`src/core/cosc_pkg.sv`:
```
package cosc_pkg;
   // Register word offsets (byte addresses)
   localparam logic [3:0] CTRL0_OFS = 4'h0;
   localparam logic [3:0] SHUT_OFS = 4'h4;
   localparam logic [3:0] SRCSEL_OFS = 4'h8;
   localparam logic [3:0] POL_OFS = 4'hc;
   localparam logic [3:0] CNT_OFS = 4'h0;
   localparam int CNT_NUM = 6;
   localparam logic [5:0] CNT_BASE = 6'h10;
   // Control register 0 fields
   localparam int EN_BIT = 7;
   localparam int LD_BIT = 6;
   localparam int CS_LSB = 3;
   localparam int MD_LSB = 0;
   localparam logic [7:0] CTRL0_RST = 8'h00;
   localparam logic [7:0] CTRL0_MASK = 8'hdf;
   // Shutdown control fields
   localparam int ASE_BIT = 7;
   localparam int ARS_BIT = 6;
   localparam int OVBD_LSB = 2;
   localparam int OVAC_LSB = 0;
   localparam logic [7:0] SHUT_RST = 8'h80;
   localparam logic [7:0] SHUT_MASK = 8'hcf;
   // Override encodings
   localparam logic [1:0] OV_INACT = 2'h0;
   localparam logic [1:0] OV_HIZ = 2'h1;
   localparam logic [1:0] OV_LOW = 2'h2;
   localparam logic [1:0] OV_HIGH = 2'h3;
   // Clock select encodings
   localparam logic [1:0] CS_DIV4 = 2'h0;
   localparam logic [1:0] CS_SYS = 2'h1;
   localparam logic [1:0] CS_FAST = 2'h2;
   localparam logic [1:0] DIV4_LAST = 2'h3;

   typedef enum logic [2:0] {
      MD_STEER = 3'h0, MD_SYNCSTEER = 3'h1, MD_FWDBRIDGE = 3'h2,
      MD_REVBRIDGE = 3'h3, MD_HALFBRIDGE = 3'h4, MD_PUSHPULL = 3'h5
   } cosc_mode_e;

   typedef enum {ST_SHUT, ST_WAITRISE, ST_RUN} cosc_state_e;

   typedef struct packed {
      logic [3:0] lvl;
      logic [3:0] oe;
   } cosc_pins_s;
endpackage : cosc_pkg

```
`src/core/cosc_shutdown_ctrl.sv`:
```
`timescale 1ns/1ns
module cosc_shutdown_ctrl
#(
   parameter int NSRC = 8
)
(
   // System
   input wire logic clk,
   input wire logic rstn,
   // Wishbone slave
   input wire logic wb_cyc_i,
   input wire logic wb_stb_i,
   input wire logic wb_we_i,
   input wire logic [7:0] wb_adr_i,
   input wire logic [3:0] wb_sel_i,
   input wire logic [31:0] wb_dat_i,
   output logic [31:0] wb_dat_o,
   output logic wb_ack_o,
   // Events and faults
   input wire logic pinIn,
   input wire logic [NSRC-1:0] shutdownSrc,
   input wire logic riseEvent,
   input wire logic fallEvent,
   input wire logic [3:0] pwmDrive,
   input wire logic sleepMode,
   // Generator side
   output cosc_pkg::cosc_pins_s pins,
   output logic genRun,
   output logic genClkEn,
   output logic fastOscKeep,
   output cosc_pkg::cosc_mode_e genMode,
   output logic [47:0] workCounts
);
   import cosc_pkg::*;

   logic [7:0] ctrl0_ff;
   logic [7:0] shut_ff;
   logic [7:0] srcSel_ff;
   logic [3:0] pol_ff;
   logic [7:0] cntReg_ff [CNT_NUM];
   logic [7:0] cntBuf_ff [CNT_NUM];
   logic [1:0] pinSync_ff;
   logic [NSRC-1:0] srcSync1_ff;
   logic [NSRC-1:0] srcSync2_ff;
   logic [1:0] div_ff;
   logic ack_ff;
   cosc_state_e state_ff;
   cosc_state_e nxt_state;
   logic faultNow;
   logic wrStb;
   logic rdTake;
   logic [31:0] rdData;
   logic [3:0] inact;
   logic [7:0] wrByte;
   logic enabled;
   logic loadEvent;

   assign enabled = ctrl0_ff[EN_BIT];
   assign wrStb = wb_cyc_i && wb_stb_i && wb_we_i && !ack_ff && wb_sel_i[0];
   assign rdTake = wb_cyc_i && wb_stb_i && !ack_ff;
   assign wrByte = wb_dat_i[7:0];

   // Faults come from pins and other domains
   always_ff @(posedge clk)
   begin
      if (!rstn)
      begin
         pinSync_ff <= 2'h3;
         srcSync1_ff <= '1;
         srcSync2_ff <= '1;
      end
      else
      begin
         pinSync_ff <= {pinSync_ff[0], pinIn};
         srcSync1_ff <= shutdownSrc;
         srcSync2_ff <= srcSync1_ff;
      end
   end

   // Source 0 is the selectable pin; low level means fault
   always_comb
   begin
      faultNow = !pinSync_ff[1] && srcSel_ff[0];
      for (int i = 1; i < NSRC && i < 8; i++)
      begin
         if (srcSel_ff[i] && !srcSync2_ff[i])
         begin
            faultNow = 1'b1;
         end
      end
   end

   // Single-cycle answer; idle while reset is held
   always_ff @(posedge clk)
   begin
      ack_ff <= rstn && rdTake;
   end
   assign wb_ack_o = ack_ff;

   always_ff @(posedge clk)
   begin
      if (!rstn)
      begin
         ctrl0_ff <= CTRL0_RST;
      end
      else if (wrStb && wb_adr_i == {4'h0, CTRL0_OFS})
      begin
         ctrl0_ff <= wrByte & CTRL0_MASK;
      end
      else if (loadEvent)
      begin
         ctrl0_ff[LD_BIT] <= 1'b0;
      end
   end

   // Shutdown flag: fault set wins over any software clear
   always_ff @(posedge clk)
   begin
      if (!rstn)
      begin
         shut_ff <= SHUT_RST;
      end
      else
      begin
         if (wrStb && wb_adr_i == {4'h0, SHUT_OFS})
         begin
            shut_ff <= wrByte & SHUT_MASK;
         end
         if (faultNow)
         begin
            shut_ff[ASE_BIT] <= 1'b1;
         end
         else if (shut_ff[ARS_BIT] && shut_ff[ASE_BIT])
         begin
            shut_ff[ASE_BIT] <= 1'b0;
         end
      end
   end

   always_ff @(posedge clk)
   begin
      if (!rstn)
      begin
         srcSel_ff <= 8'h00;
         pol_ff <= 4'h0;
      end
      else if (wrStb && wb_adr_i == {4'h0, SRCSEL_OFS})
      begin
         srcSel_ff <= wrByte;
      end
      else if (wrStb && wb_adr_i == {4'h0, POL_OFS})
      begin
         pol_ff <= wrByte[3:0];
      end
   end

   // While enabled, transfer only on an input event so counts stay coherent
   assign loadEvent = enabled && ctrl0_ff[LD_BIT] && (riseEvent || fallEvent);

   generate
      for (genvar g = 0; g < CNT_NUM; g++)
      begin : gCnt
         always_ff @(posedge clk)
         begin
            if (!rstn)
            begin
               cntReg_ff[g] <= 8'h00;
               cntBuf_ff[g] <= 8'h00;
            end
            else
            begin
               if (wrStb && wb_adr_i == {2'h0, CNT_BASE} + 8'(4 * g))
               begin
                  cntReg_ff[g] <= wrByte;
                  if (!enabled)
                  begin
                     cntBuf_ff[g] <= wrByte;
                  end
               end
               if (loadEvent)
               begin
                  cntBuf_ff[g] <= cntReg_ff[g];
               end
            end
         end
         assign workCounts[8*g +: 8] = cntBuf_ff[g];
      end
   endgenerate

   always_comb
   begin
      rdData = 32'h0;
      case (wb_adr_i)
         {4'h0, CTRL0_OFS}: rdData[7:0] = ctrl0_ff;
         {4'h0, SHUT_OFS}: rdData[7:0] = shut_ff;
         {4'h0, SRCSEL_OFS}: rdData[7:0] = srcSel_ff;
         {4'h0, POL_OFS}: rdData[3:0] = pol_ff;
         default:
         begin
            for (int i = 0; i < CNT_NUM; i++)
            begin
               if (wb_adr_i == {2'h0, CNT_BASE} + 8'(4 * i))
               begin
                  rdData[7:0] = cntReg_ff[i];
               end
            end
         end
      endcase
   end

   always_ff @(posedge clk)
   begin
      if (!rstn)
      begin
         wb_dat_o <= 32'h0;
      end
      else if (rdTake)
      begin
         wb_dat_o <= rdData;
      end
   end

   // Resume only on a rising event after the flag drops
   always_comb
   begin
      nxt_state = state_ff;
      case (state_ff)
         ST_SHUT, ST_WAITRISE:
         begin
            if (shut_ff[ASE_BIT]) nxt_state = ST_SHUT;
            else if (riseEvent && enabled) nxt_state = ST_RUN;
            else nxt_state = ST_WAITRISE;
         end
         ST_RUN: if (shut_ff[ASE_BIT] || !enabled) nxt_state = ST_SHUT;
         default: nxt_state = ST_SHUT;
      endcase
      if (faultNow)
      begin
         nxt_state = ST_SHUT;
      end
   end

   always_ff @(posedge clk)
   begin
      if (!rstn)
      begin
         state_ff <= ST_SHUT;
      end
      else
      begin
         state_ff <= nxt_state;
      end
   end

   // Inactive drive is low on all four pins, polarity applied
   assign inact = 4'h0 ^ pol_ff;

   always_ff @(posedge clk)
   begin
      if (!rstn)
      begin
         pins <= '0;
      end
      else
      begin
         for (int i = 0; i < 4; i++)
         begin
            pins.oe[i] <= 1'b1;
            if (state_ff != ST_RUN || nxt_state == ST_SHUT)
            begin
               case (shut_ff[(i[0] ? OVBD_LSB : OVAC_LSB) +: 2])
                  OV_INACT: pins.lvl[i] <= inact[i];
                  OV_HIZ:
                  begin
                     pins.lvl[i] <= 1'b0;
                     pins.oe[i] <= 1'b0;
                  end
                  OV_LOW: pins.lvl[i] <= 1'b0;
                  default: pins.lvl[i] <= 1'b1;
               endcase
            end
            else
            begin
               pins.lvl[i] <= pwmDrive[i] ^ pol_ff[i];
            end
         end
      end
   end

   // Generator clock enable; sleep does not stop the block
   always_ff @(posedge clk)
   begin
      if (!rstn)
      begin
         div_ff <= 2'h0;
      end
      else
      begin
         div_ff <= div_ff + 2'h1;
      end
   end

   always_comb
   begin
      case (ctrl0_ff[CS_LSB +: 2])
         CS_DIV4: genClkEn = (div_ff == DIV4_LAST);
         CS_SYS: genClkEn = 1'b1;
         CS_FAST: genClkEn = 1'b1;
         default: genClkEn = 1'b0;
      endcase
   end

   assign fastOscKeep = enabled && ctrl0_ff[CS_LSB +: 2] == CS_FAST && sleepMode;
   assign genRun = state_ff == ST_RUN;
   assign genMode = cosc_mode_e'(ctrl0_ff[MD_LSB +: 3]);
endmodule : cosc_shutdown_ctrl

```
`config.mk`:
```
export PLATFORM = sky130hd
export DESIGN_NAME = cosc_shutdown_ctrl
export DESIGN_NICKNAME = d
export VERILOG_FILES = /design/src/core/cosc_pkg.sv /design/src/core/cosc_shutdown_ctrl.sv
export SDC_FILE = /design/constraint.sdc
export NUM_CORES = 1
export LEC_CHECK = 0
export ABC_AREA = 1
export BUFFER_PORTS_ARGS = -buffer_cell sky130_fd_sc_hd__buf_2
export CORE_MARGIN = 2
export CORE_UTILIZATION = 30
export DETAILED_ROUTE_END_ITERATION = 6
export GPL_ROUTABILITY_DRIVEN = 0
export RECOVER_POWER = 100
export SYNTH_ARGS = -nofsm -noshare
export SYNTH_HDL_FRONTEND = slang
export SYNTH_SLANG_ARGS = --single-unit
```
`constraint.sdc`:
```
create_clock -name clk -period 5.25 [get_ports clk]
set_clock_uncertainty 0.15 [all_clocks]
set_input_delay 0.525 -clock clk [delete_from_list [all_inputs] [get_ports clk]]
set_output_delay 0.525 -clock clk [all_outputs]
set_load 0.02 [all_outputs]
```
# Word level (Yosys, flattened, before mapping)
# Memories as Yosys holds them, arrays and structs flattened.
# Index checks and enable logic that the tools add are counted.
[word_totals] memories=2 output_inout_bits=95 in_bits=65 ff_bits=94 word_cells=215 ramBits=96
[op_classes] bitwise_logic=24 n_eq_ne=20 muxes=96 add_sub_neg=1 reduce_logical=57
[memory_table] memory="cntBuf_ff" words=6 width=8 rd=6 rd_clocked_by_memory_dff=0 write_ports=6 line_no="cosc_shutdown_ctrl.sv:41" rtl="logic [7:0] cntBuf_ff [CNT_NUM];"
[memory_table] memory="cntReg_ff" words=6 width=8 rd=6 rd_clocked_by_memory_dff=0 write_ports=6 line_no="cosc_shutdown_ctrl.sv:40" rtl="logic [7:0] cntReg_ff [CNT_NUM];"
[ops] cell="8-bit two-way mux" count=25
[ops] cell="32-bit logical NOT" count=2
[ops] cell="32-bit two-way mux" count=2
[ops] cell="32-bit one-hot mux with 2 select lines" count=1
[ops] cell="1-bit two-way mux" count=59
[ops] cell="32-bit by 1-bit equality test with 1-bit output (second input constant)" count=1
[ops] cell="32-bit by 2-bit equality test with 1-bit output (second input constant)" count=1
[ops] cell="32-bit by 3-bit equality test with 1-bit output (second input constant)" count=1
[ops] cell="8-bit by 5-bit equality test with 1-bit output (second input constant)" count=4
[ops] cell="32-bit by 3-bit != test with 1-bit output (second input constant)" count=1
[ops] cell="4-bit one-hot mux with 4 select lines" count=2
[ops] cell="1-bit logical AND" count=30
[ops] cell="1-bit bitwise OR" count=18
[ops] cell="8-bit by 4-bit equality test with 1-bit output (second input constant)" count=2
[ops] cell="8-bit by 6-bit equality test with 1-bit output (second input constant)" count=2
[ops] cell="1-bit logical NOT" count=10
[ops] cell="1-bit one-hot mux with 2 select lines" count=5
[ops] cell="2-bit OR reduction" count=5
[ops] cell="2-bit equality test (second input constant)" count=4
[ops] cell="8-bit by 3-bit equality test with 1-bit output (second input constant)" count=1
[ops] cell="8-bit logical NOT" count=1
[ops] cell="2-bit by 1-bit equality test with 1-bit output (second input constant)" count=3
[ops] cell="2-bit logical NOT" count=3
[ops] cell="2-bit two-way mux" count=2
[ops] cell="6 further kinds" count=13

# Logic depth before layout (Yosys ltp)
# Gate-level depths: netlist of run 1.
[depth] word_depth=13 mapped_depth=11 depth_no_buf=11

# Worst setup path after synthesis of run 1
# No wires, ideal clock.
[synth_timing] path_kind="input-to-reg" from="input wb_cyc_i" to="memory cntBuf_ff[1][0] (enable)" arrival_ns=1.869 path_buffers=0 stages=8 required_ns=4.716 setup_time_ns=0.384 slack_ns=2.847 cell_sequence="nand2_1 nor2_4 inv_2 nor2_8 inv_4 nor3_4 inv_1 o21ai_0"
[synth_lines] element="start: declaration" line_no="cosc_shutdown_ctrl.sv:11" rtl="input wire logic wb_cyc_i,"
[synth_lines] element="end: declaration" line_no="cosc_shutdown_ctrl.sv:41"

==> flow_metrics.py, run 1 <==
metrics = {
    "clock_tree": {
        "cts_made_buffers": 17,
        "cts-hold-fix-buffers": 0,
        "cts-root-buf": "clkbuf_16",
        "htree_levels": 4,
        "clkLatencyLatePin_ns": 0.44,
        "cts_setup_buffers": 0,
        "cts_tree": "done",
        "ctsResizeCount": 0,
        "clock-sinks": 186,
        "clk_pin_slew_ns": 0.07,
        "cts_max_path_buffers": 2,
    },
    "synthesis": {
        "synth_seq_area_share_pct": 59.48,
        "yosysWarningCount": 0,
        "synthCells": 838,
        "syn_area_um2": 7876,
        "synth_edf_count": 96,
        "avgSynthCellArea_um2": 9.399,
        "synth_seq_cells": 186,
        "ys_top_cells_by_area": "edfxtp_1 37%, dfxtp_1 23%, nor2_1 6.2%",
        "synth_common_cells": "131 x nor2_1, 114 x nand2_1, 96 x edfxtp_1",
        "synth_top_cell_by_area": "edfxtp_1",
        "ys_types": 31,
        "async_flop_share_pct": 0,
        "synth_flop_cell": "edfxtp_1",
        "yosys.area.top_type_share_pct": 36.60,
        "yosysMostFrequentCell": "nor2_1",
    },
    "setup_path": {
        "rrSetupSlack_ns": 1.42,
        "required_ns": 5.15,
        "worstSetupStartpointType": "register",
        "crit_start": "ctrl0_ff[7]",
        "path_buf_inv": 0,
        "crit_path_end": "cntBuf_ff[3][0]",
        "cp_max_fo": 20,
        "r2r-end": "cntBuf_ff[3][0]",
        "worstPathArrival_ns": 3.74,
        "critPathMaxStageDelay_ns": 1.15,
        "end_kind": "register",
        "criticalPathCategory": "reg -> reg",
        "cp_slowest_cell": "nor2_1",
        "reg2reg_from": "ctrl0_ff[7]",
        "path_cells": "o21ai_0 -> nor2_1 -> nor2_1 -> o21ai_0",
        "crit_cells": 4,
        "r2r_cells": 4,
        "crit_family": "simple AND/OR/NAND/NOR gates",
    },
    "sta": {
        "fmax_ghz": 0.2608,
        "fin_crit_ns": 3.834,
        "timing.slew.headroom_pct": 3.027,
        "min_period_over_period_pct": 73.04,
        "setup_viol": 0,
        "hold_violations": 0,
        "setup_tns_ns": 0,
        "worst_slew_pin_slew_ns": 1.449,
        "grt_setup_unrepaired": "no",
        "slew_viol_final": 0,
    },
    "hold_path": {
        "worstHoldPathType": "in -> reg",
    },
    "final_layout": {
        "final_util_pct": 35.12,
        "layout.nets": 1031,
        "final_layout_size_suffix_gt1_share_pct": 10.50,
        "syn_to_final_growth_pct": 15.52,
        "fin_area_um2": 9099,
    },
    "drt": {
        "num_vias": 5998,
        "ant_nets": 0,
        "wirelength_um": 20150,
        "avgViaCountPerCell": 4.586,
        "remaining_drc_errors": 0,
        "post_drt_wl_per_cell_um": 15.41,
        "first_iter_violations": 483,
        "firstDrtPassIters": 7,
    },
    "global_routing": {
        "antenna_found_initial": 4,
        "grt_pass1_wl_um": 31370,
        "grt_pass1_vias": 5652,
        "grt_overflow_total": 0,
        "gr-usage-all-layers_pct": 14.73,
        "grt_max_degree": 90,
    },
    "power_and_ir_drop": {
        "power.total_uw": 3035,
        "p_per_area_nw_per_um2": 333.6,
        "peakVddDrop_mv": 0.1926,
        "leakage_uw": 0.003696,
    },
    "floorplanning": {
        "start_util_pct": 30.40,
        "core_um2": 25910,
        "rows": 59,
        "die_area_um2": 27570,
        "boundaryPins": 160,
        "die_y_um": 166.0,
        "dieWidth_um": 166.0,
    },
    "placement": {
        "port_buffers": 107,
        "place_area_um2": 8698,
        "hpwlAfterDp_um": 14360,
    },
    "job": {
        "maxCapViolCount": 0,
    },
    "outcome": {
        "status": "finished clean",
    },
}
==> cells in the final DEF, fill, tap and decap left out, drive strengths merged <==
| cell | n |
|---|---|
| a211oi | 1 |
| a21oi | 33 |
| and3 | 1 |
| buf | 37 |
| clkbuf | 90 |
| clkinv | 6 |
| conb | 54 |
| dfxtp | 90 |
| diode | 2 |
| edfxtp | 96 |
| ha | 8 |
| inv | 79 |
| nand2 | 121 |
| nand3 | 88 |
| nand3b | 1 |
| nand4 | 10 |
| nor2 | 145 |
| nor3 | 4 |
| o21ai | 79 |
| o22ai | 8 |
| or2 | 16 |
| xnor2 | 1 |
| xor2 | 3 |
==> logic make-up (layout without fill, tap and decap cells) <==
logic type,count (synthesis),in the layout,share of synthesized area (%)
xor gates and xnor gates,4,4,0.4449
AOI/OAI and AO/OA,121,121,7.848
other,1,56,0.04761
DFF,186,186,59.48
and+or+nand+nor,386,386,22.99
buffers and inverters,132,212,7.927
adders and majority gates,8,8,1.271
==> worst min path at each step <==
| stage | startpoint | end | slack (ns) | depth (start not counted) |
|---|---|---|---|---|
| after detailed placement | srcSync1_ff[4] | srcSync2_ff[4] | 0.25 | 1 |
| after global routing | shutdownSrc[5] | srcSync1_ff[5] | 0.13 | 2 |
| after global placement | srcSync1_ff[2] | srcSync2_ff[2] | 0.25 | 1 |
| final | shutdownSrc[5] | srcSync1_ff[5] | 0.13 | 2 |
| after floorplan | pinSync_ff[0] | pinSync_ff[1] | 0.24 | 1 |
| after CTS | shutdownSrc[5] | srcSync1_ff[5] | 0.12 | 2 |
==> sequential cells by signal, summed over array words and instances (netlist names), 2 cells and up <==
name and cells:
inact 4, pinSync_ff 2, wb_dat_o 8, div_ff 2, cntReg_ff 48, srcSync2_ff 7, pins 6, cntBuf_ff 48
state_ff 32, ctrl0_ff 7, srcSel_ff 8, srcSync1_ff 7, shut_ff 6
==> final cells by class <==
cell class	count	area (um^2)
clock buffers	17	425.4
well taps	335	419.2
diodes	2	5.005
flip-flops and latches	186	4684
multi-input cells	573	2663
repair buffers	110	466.7
clock inverters	15	170.2
inverters	70	265.3
fillers	2684	16810
==> metrics by stage <==
stage / cells / hold WS, ns / setup WS (ns)
2_1_floorplan: 891 / 0.2425 / 2.847
3_3_place_gp: 1274 / 0.2488 / 2.100
3_5_place_dp: 1274 / 0.2521 / 2.059
4_1_cts: 1306 / 0.1155 / 2.203
5_1_grt: 1306 / 0.1261 / 1.087
6_report: 1308 / 0.1263 / 1.416
==> layer usage <==
| layer | track usage [%] | vias up | share of wire [%] |
|---|---|---|---|
| met1 | 18.74 | 2755 | 41 |
| met4 | 6.427 | 4 | 3.0 |
| met5 | 0 | - | 0.13 |
| met3 | 4.004 | 45 | 8.5 |
| li1 | - | 2958 | - |
| met2 | 23.58 | 236 | 47 |
==> power by group <==
part	internal, uW	switching (uW)
registers	1570	18.4
logic	36.9	134
clock network	643	628
Note: power is estimated with default switching activity, not from simulation.
==> run 2: changes to the inputs <==
==> constraint.sdc (replaced) <==
create_clock -name clk -period 3.2 [get_ports clk]
set_clock_uncertainty 0.15 [all_clocks]
set_input_delay 0.32 -clock clk [delete_from_list [all_inputs] [get_ports clk]]
set_output_delay 0.32 -clock clk [all_outputs]
set_load 0.02 [all_outputs]
==> run 2 against run 1 <==
Against the previous run:
- via count grew 0.43%
- combinational power up 72%
- cell count is 0.99% higher
- core utilization grew 0.59 points
- critical path depth increased by 3
- register-to-register slack lost 0.87 ns
- cell area up 1.7%
- sequential share of layout area down 0.86 points
- die area unchanged
- critical path type unchanged
- highest routed layer unchanged
==> flow_metrics.py, run 2 (synthesized netlist as in run 1, its figures left out) <==
metrics = {
    "sta": {
        "grt_setup_unrepaired": "no",
        "slew_viol_final": 0,
        "min_period_over_period_pct": 82.89,
        "worst_slew_pin_slew_ns": 1.320,
        "fin_crit_ns": 2.652,
        "setup_tns_ns": 0,
        "hold_violations": 0,
        "timing.slew.headroom_pct": 12.01,
        "worst_slack_ns": 0.5476,
        "fmax_ghz": 0.3770,
        "setup_viol": 0,
    },
    "clock_tree": {
        "cts_tree": "done",
        "htree_levels": 4,
        "ctsResizeCount": 0,
        "cts_made_buffers": 17,
        "cts_setup_buffers": 0,
        "clkLatencyLatePin_ns": 0.44,
        "clock-sinks": 186,
        "cts-root-buf": "clkbuf_16",
        "cts_max_path_buffers": 2,
        "clk_pin_slew_ns": 0.07,
        "cts-hold-fix-buffers": 8,
    },
    "placement": {
        "preCtsSetupSlack_ns": 0.4683,
        "port_buffers": 107,
        "place_area_um2": 8731,
        "hpwlAfterDp_um": 14490,
    },
    "global_routing": {
        "grt_max_degree": 68,
        "grt_pass1_vias": 5618,
        "antenna_found_initial": 3,
        "gr-usage-all-layers_pct": 14.60,
        "grt_pass1_wl_um": 31310,
        "grt_overflow_total": 0,
    },
    "setup_path": {
        "crit_top_cell": "inv_1",
        "path_cells": "nor2_4 -> inv_1 -> nor2_8 -> inv_4 -> nor3_1 -> inv_1 -> o21ai_0",
        "worstPathArrival_ns": 2.55,
        "cp_slowest_cell": "o21ai_0",
        "criticalPathCategory": "reg -> reg",
        "end_kind": "register",
        "path_buf_inv": 3,
        "cp_max_fo": 8,
        "worstSetupStartpointType": "register",
        "critPathMaxStageDelay_ns": 0.93,
        "crit_family": "compound AO/OA/AOI/OAI gates",
        "required_ns": 3.10,
    },
    "outcome": {
        "status": "finished clean",
    },
    "final_layout": {
        "fin_area_um2": 9253,
        "layout_commonest_cell": "nor2_1",
        "final_layout_size_suffix_gt1_share_pct": 10.98,
        "layout.nets": 1044,
        "final_util_pct": 35.71,
        "layout_common_cells": "133 x nor2_1, 116 x nand2_1, 96 x edfxtp_1",
        "syn_to_final_growth_pct": 17.47,
        "reg_top3": "cntBuf_ff (48), cntReg_ff (48), state_ff (32)",
    },
    "power_and_ir_drop": {
        "peakVddDrop_mv": 0.3712,
        "leakage_uw": 0.003758,
        "power.total_uw": 5089,
        "p_per_area_nw_per_um2": 550.0,
    },
    "drt": {
        "num_vias": 6024,
        "firstDrtPassIters": 5,
        "ant_nets": 0,
        "wirelength_um": 20250,
        "remaining_drc_errors": 0,
        "avgViaCountPerCell": 4.560,
        "post_drt_wl_per_cell_um": 15.33,
        "first_iter_violations": 494,
    },
    "hold_path": {
        "worstHoldPathType": "in -> reg",
    },
    "floorplanning": {
        "start_util_pct": 30.40,
        "rows": 59,
        "core_um2": 25910,
        "boundaryPins": 160,
        "dieWidth_um": 166.0,
        "die_y_um": 166.0,
        "die_area_um2": 27570,
    },
    "job": {
        "maxCapViolCount": 0,
    },
}
## run 2: cell count changes in the layout (fill, tap and decap cells not counted), sizes merged
cell / delta
inv: +2
dlygate4sd3: +8
clkbuf: +4
bufinv: +1
clkinv: -3
buf: +1
## run 2: cell type report
class	count	area [um^2]
Multi-Input combinational cell	573	2693
Inverter	70	265.3
Clock inverter	15	190.2
Tap cell	335	419.2
Antenna cell	2	5.005
Fill cell	2684	16660
Timing Repair Buffer	123	570.5
Clock buffer	17	425.4
Sequential cell	186	4684
## run 2: worst paths after layout
path / startpoint / endpoint / slack (ns) / cells after the start
max: wb_ack_o / cntBuf_ff[0][4] / 0.55 / 7
min reg2reg: srcSync1_ff[2] / srcSync2_ff[2] / 0.26 / 1
max reg2reg: wb_ack_o / cntBuf_ff[0][4] / 0.55 / 7
min: pwmDrive[0] / pins[4] / 0.06 / 4
## run 2: metal layers
layer,global-route usage [%],vias up,share of wire [%]
met4,5.028,2,1.9
met2,23.40,236,47
met3,3.718,30,8.1
met1,19.26,2781,43
li1,-,2975,-
met5,0,-,0.064
## run 2: power breakdown
group          switching (uW)  total [uW]  internal [uW]
logic                     225         294           69.5
registers                33.3        2620           2580
clock network            1040        2180           1140
## run 2: worst reg2reg max path, stage by stage, from the launching register on
cell     delay, ns
dfxtp_1       0.34
nor2_4        0.11
inv_1         0.14
nor2_8        0.16
inv_4         0.09
nor3_1        0.25
inv_1         0.09
o21ai_0       0.93
## run 2: stage by stage
stage | hold slack [ns] | cells
after global placement | 0.2465 | 1279
after detailed placement | 0.2500 | 1279
final | 0.05630 | 1321
after CTS | 0.02996 | 1319
after floorplan | 0.2425 | 891
after global routing | 0.06170 | 1319
==> run 3: changes to the inputs <==
--- a/config.mk
+++ b/config.mk
@@ -5,7 +5,7 @@
 export SDC_FILE = /design/constraint.sdc
 export NUM_CORES = 1
 export LEC_CHECK = 0
-export ABC_AREA = 1
+export ABC_AREA = 0
 export BUFFER_PORTS_ARGS = -buffer_cell sky130_fd_sc_hd__buf_2
 export CORE_MARGIN = 2
 export CORE_UTILIZATION = 30
==> constraint.sdc (replaced) <==
create_clock -name clk -period 2.2 [get_ports clk]
set_clock_uncertainty 0.15 [all_clocks]
set_input_delay 0.22 -clock clk [delete_from_list [all_inputs] [get_ports clk]]
set_output_delay 0.22 -clock clk [all_outputs]
set_load 0.02 [all_outputs]
==> run 3 against run 2 <==
Against the previous run:
- synthesized cell count shrank 22%
- clock-buffer cell count did not move
- power is 43% higher
- the flow now finishes with violations (setup timing)
- critical endpoint is now pins[4]
- cell area rose by 5.3%
- register-to-register slack got worse by 0.56 ns
- sequential cell count is the same
- first-iteration DRC count shrank 11%
- global-route usage rose by 0.27 points
- clock power up 37%
==> flow_metrics.py, run 3 <==
metrics = {
    "sta": {
        "worst_slew_pin_slew_ns": 0.7290,
        "fin_crit_ns": 2.210,
        "timing.slew.headroom_pct": 51.40,
        "setup_tns_ns": -0.009911,
        "hold_violations": 0,
        "setup_viol": 1,
        "slew_viol_final": 0,
        "fmax_ghz": 0.4525,
        "worst_slack_ns": -0.009911,
        "min_period_over_period_pct": 100.5,
        "grt_setup_unrepaired": "yes",
    },
    "drt": {
        "wirelength_um": 20500,
        "firstDrtPassIters": 5,
        "num_vias": 5590,
        "first_iter_violations": 439,
        "post_drt_wl_per_cell_um": 17.24,
        "ant_nets": 0,
        "avgViaCountPerCell": 4.701,
        "remaining_drc_errors": 0,
    },
    "setup_path": {
        "rrSetupSlack_ns": -0.01,
        "r2r_cells": 5,
        "crit_start": "state_ff[4]",
        "required_ns": 2.35,
        "cp_max_fo": 7,
        "critPathMaxStageDelay_ns": 0.50,
        "crit_path_end": "pins[4]",
        "worstSetupStartpointType": "register",
        "worstPathArrival_ns": 2.36,
        "r2r-end": "pins[4]",
        "cp_slowest_cell": "or4_1",
        "reg2reg_from": "state_ff[4]",
        "end_kind": "register",
        "path_cells": "or4_1 -> or4_4 -> nor3_4 -> o2bb2ai_1 -> o311ai_4",
        "criticalPathCategory": "reg -> reg",
    },
    "outcome": {
        "status": "finished with violations",
        "violations": "setup timing",
    },
    "synthesis": {
        "ys_top_cells_by_area": "edfxtp_1 36%, dfxtp_1 23%, a22o_1 5.4%",
        "async_flop_share_pct": 0,
        "yosys.area.top_type_share_pct": 36.38,
        "yosysMostFrequentCell": "edfxtp_1",
        "synthCells": 657,
        "synth_flop_cell": "edfxtp_1",
        "synth_seq_cells": 186,
        "synth_common_cells": "96 x edfxtp_1, 90 x dfxtp_1, 50 x and2_1",
        "ys_types": 56,
        "syn_area_um2": 7925,
        "synth_seq_area_share_pct": 59.11,
        "synth_top_cell_by_area": "edfxtp_1",
        "yosysWarningCount": 0,
        "synth_edf_count": 96,
        "avgSynthCellArea_um2": 12.06,
    },
    "final_layout": {
        "syn_to_final_growth_pct": 22.91,
        "reg_top3": "cntBuf_ff (48), cntReg_ff (48), state_ff (32)",
        "layout_commonest_cell": "edfxtp_1",
        "layout.nets": 914,
        "layout_common_cells": "96 x edfxtp_1, 89 x dfxtp_1, 83 x clkbuf_1",
        "final_layout_size_suffix_gt1_share_pct": 17.33,
        "antennaDiodeCount": 0,
    },
    "global_routing": {
        "grt_pass1_vias": 5361,
        "grt_pass1_wl_um": 31490,
        "grt_overflow_total": 0,
        "grt_max_degree": 49,
        "antenna_found_initial": 0,
        "gr-usage-all-layers_pct": 14.87,
    },
    "clock_tree": {
        "htree_levels": 4,
        "cts_tree": "done",
        "clkLatencyLatePin_ns": 0.43,
        "clk_pin_slew_ns": 0.07,
        "cts_made_buffers": 17,
        "cts-root-buf": "clkbuf_16",
        "cts_max_path_buffers": 2,
        "clock-sinks": 186,
    },
    "power_and_ir_drop": {
        "leakage_uw": 0.003604,
        "peakVddDrop_mv": 0.4005,
        "p_per_area_nw_per_um2": 746.9,
    },
    "floorplanning": {
        "die_y_um": 166.5,
        "start_util_pct": 30.50,
        "die_area_um2": 27730,
        "rows": 59,
        "dieWidth_um": 166.5,
        "boundaryPins": 160,
        "core_um2": 25980,
    },
    "placement": {
        "preCtsSetupSlack_ns": 0.02313,
        "port_buffers": 107,
        "hpwlAfterDp_um": 14680,
    },
    "job": {
        "maxCapViolCount": 0,
    },
    "hold_path": {
        "worstHoldPathType": "in -> reg",
    },
}
==> run 3: metrics by stage <==
stage / hold slack [ns] / power [uW] / std cells / instance area [um^2] / util, %
5_1_grt: 0.05092 / 7527 / 1189 / 9741 / 37.49
4_1_cts: 0.03731 / 7350 / 1187 / 9976 / 38.39
3_3_place_gp: 0.2475 / 4376 / 1143 / 9253 / 35.61
6_report: 0.04446 / 7275 / 1189 / 9741 / 37.49
3_5_place_dp: 0.2424 / 4383 / 1143 / 9253 / 35.61
2_1_floorplan: 0.1715 / 4179 / 710 / 8148 / -
==> run 3: critical path, delay by kind of cell (launching register included) <==
family,cells,cell delay (ns)
AND/OR/NAND/NOR,3,1.21
AO/OA/AOI/OAI,2,0.39
flip-flops,1,0.32
==> run 3: repair_timing <==
item                                    in CTS  in global routing
endpoints found under the setup margin       1                  5
setup buffers                                0                  2
hold buffers                                12                  0
gates resized for setup                      6                  5
pin swaps                                    0                  1
hold endpoints to repair                    12                  0
==> run 3: cells by family (layout without fill, tap and decap cells) <==
group,Yosys count,after routing,share of synthesized area [%]
compound gates,120,120,11.51
fa+ha+maj,8,8,1.263
buf+inv,74,218,4.926
flops,186,186,59.11
mux,39,39,5.952
other cells,1,54,0.04732
simple gates,229,229,17.19
==> run 3: worst min path at each step <==
| stage | cells after the start | endpoint | slack (ns) | from |
|---|---|---|---|---|
| 2_1_floorplan | 1 | pinSync_ff[0] | 0.17 | pinIn |
| 3_3_place_gp | 1 | pinSync_ff[1] | 0.25 | pinSync_ff[0] |
| 3_5_place_dp | 1 | pinSync_ff[1] | 0.24 | pinSync_ff[0] |
| 4_1_cts | 4 | pins[7] | 0.04 | pwmDrive[3] |
| 5_1_grt | 4 | pins[7] | 0.05 | pwmDrive[3] |
| 6_report | 4 | pins[7] | 0.04 | pwmDrive[3] |
==> run 3: layer usage <==
layer | share of wire, % | vias up | wire, um | GRT usage (%)
li1 | - | 2722 | - | -
met1 | 43 | 2649 | 8827 | 19.50
met2 | 49 | 191 | 10000 | 24.61
met3 | 6.1 | 28 | 1254 | 2.923
met4 | 2.0 | 0 | 418 | 5.097
met5 | 0 | - | 0 | 0
==> run 3: power breakdown <==
part / switching [uW] / internal [uW] / leakage (uW)
clock: 1430 / 1550 / 0.000289
combinational: 332 / 139 / 0.00160
sequential: 59.5 / 3760 / 0.00171
total: 1820 / 5450 / 0.00360
==> run 3: area by class of cell <==
type                            instances  area (um^2)
Clock inverter                         15        142.6
Fill cell                            2600        16240
Clock buffer                           17        425.4
Sequential cell                       186         4686
Multi-Input combinational cell        450         3070
Inverter                                9        33.78
Timing Repair Buffer                  177        963.4
Tap cell                              335        419.2
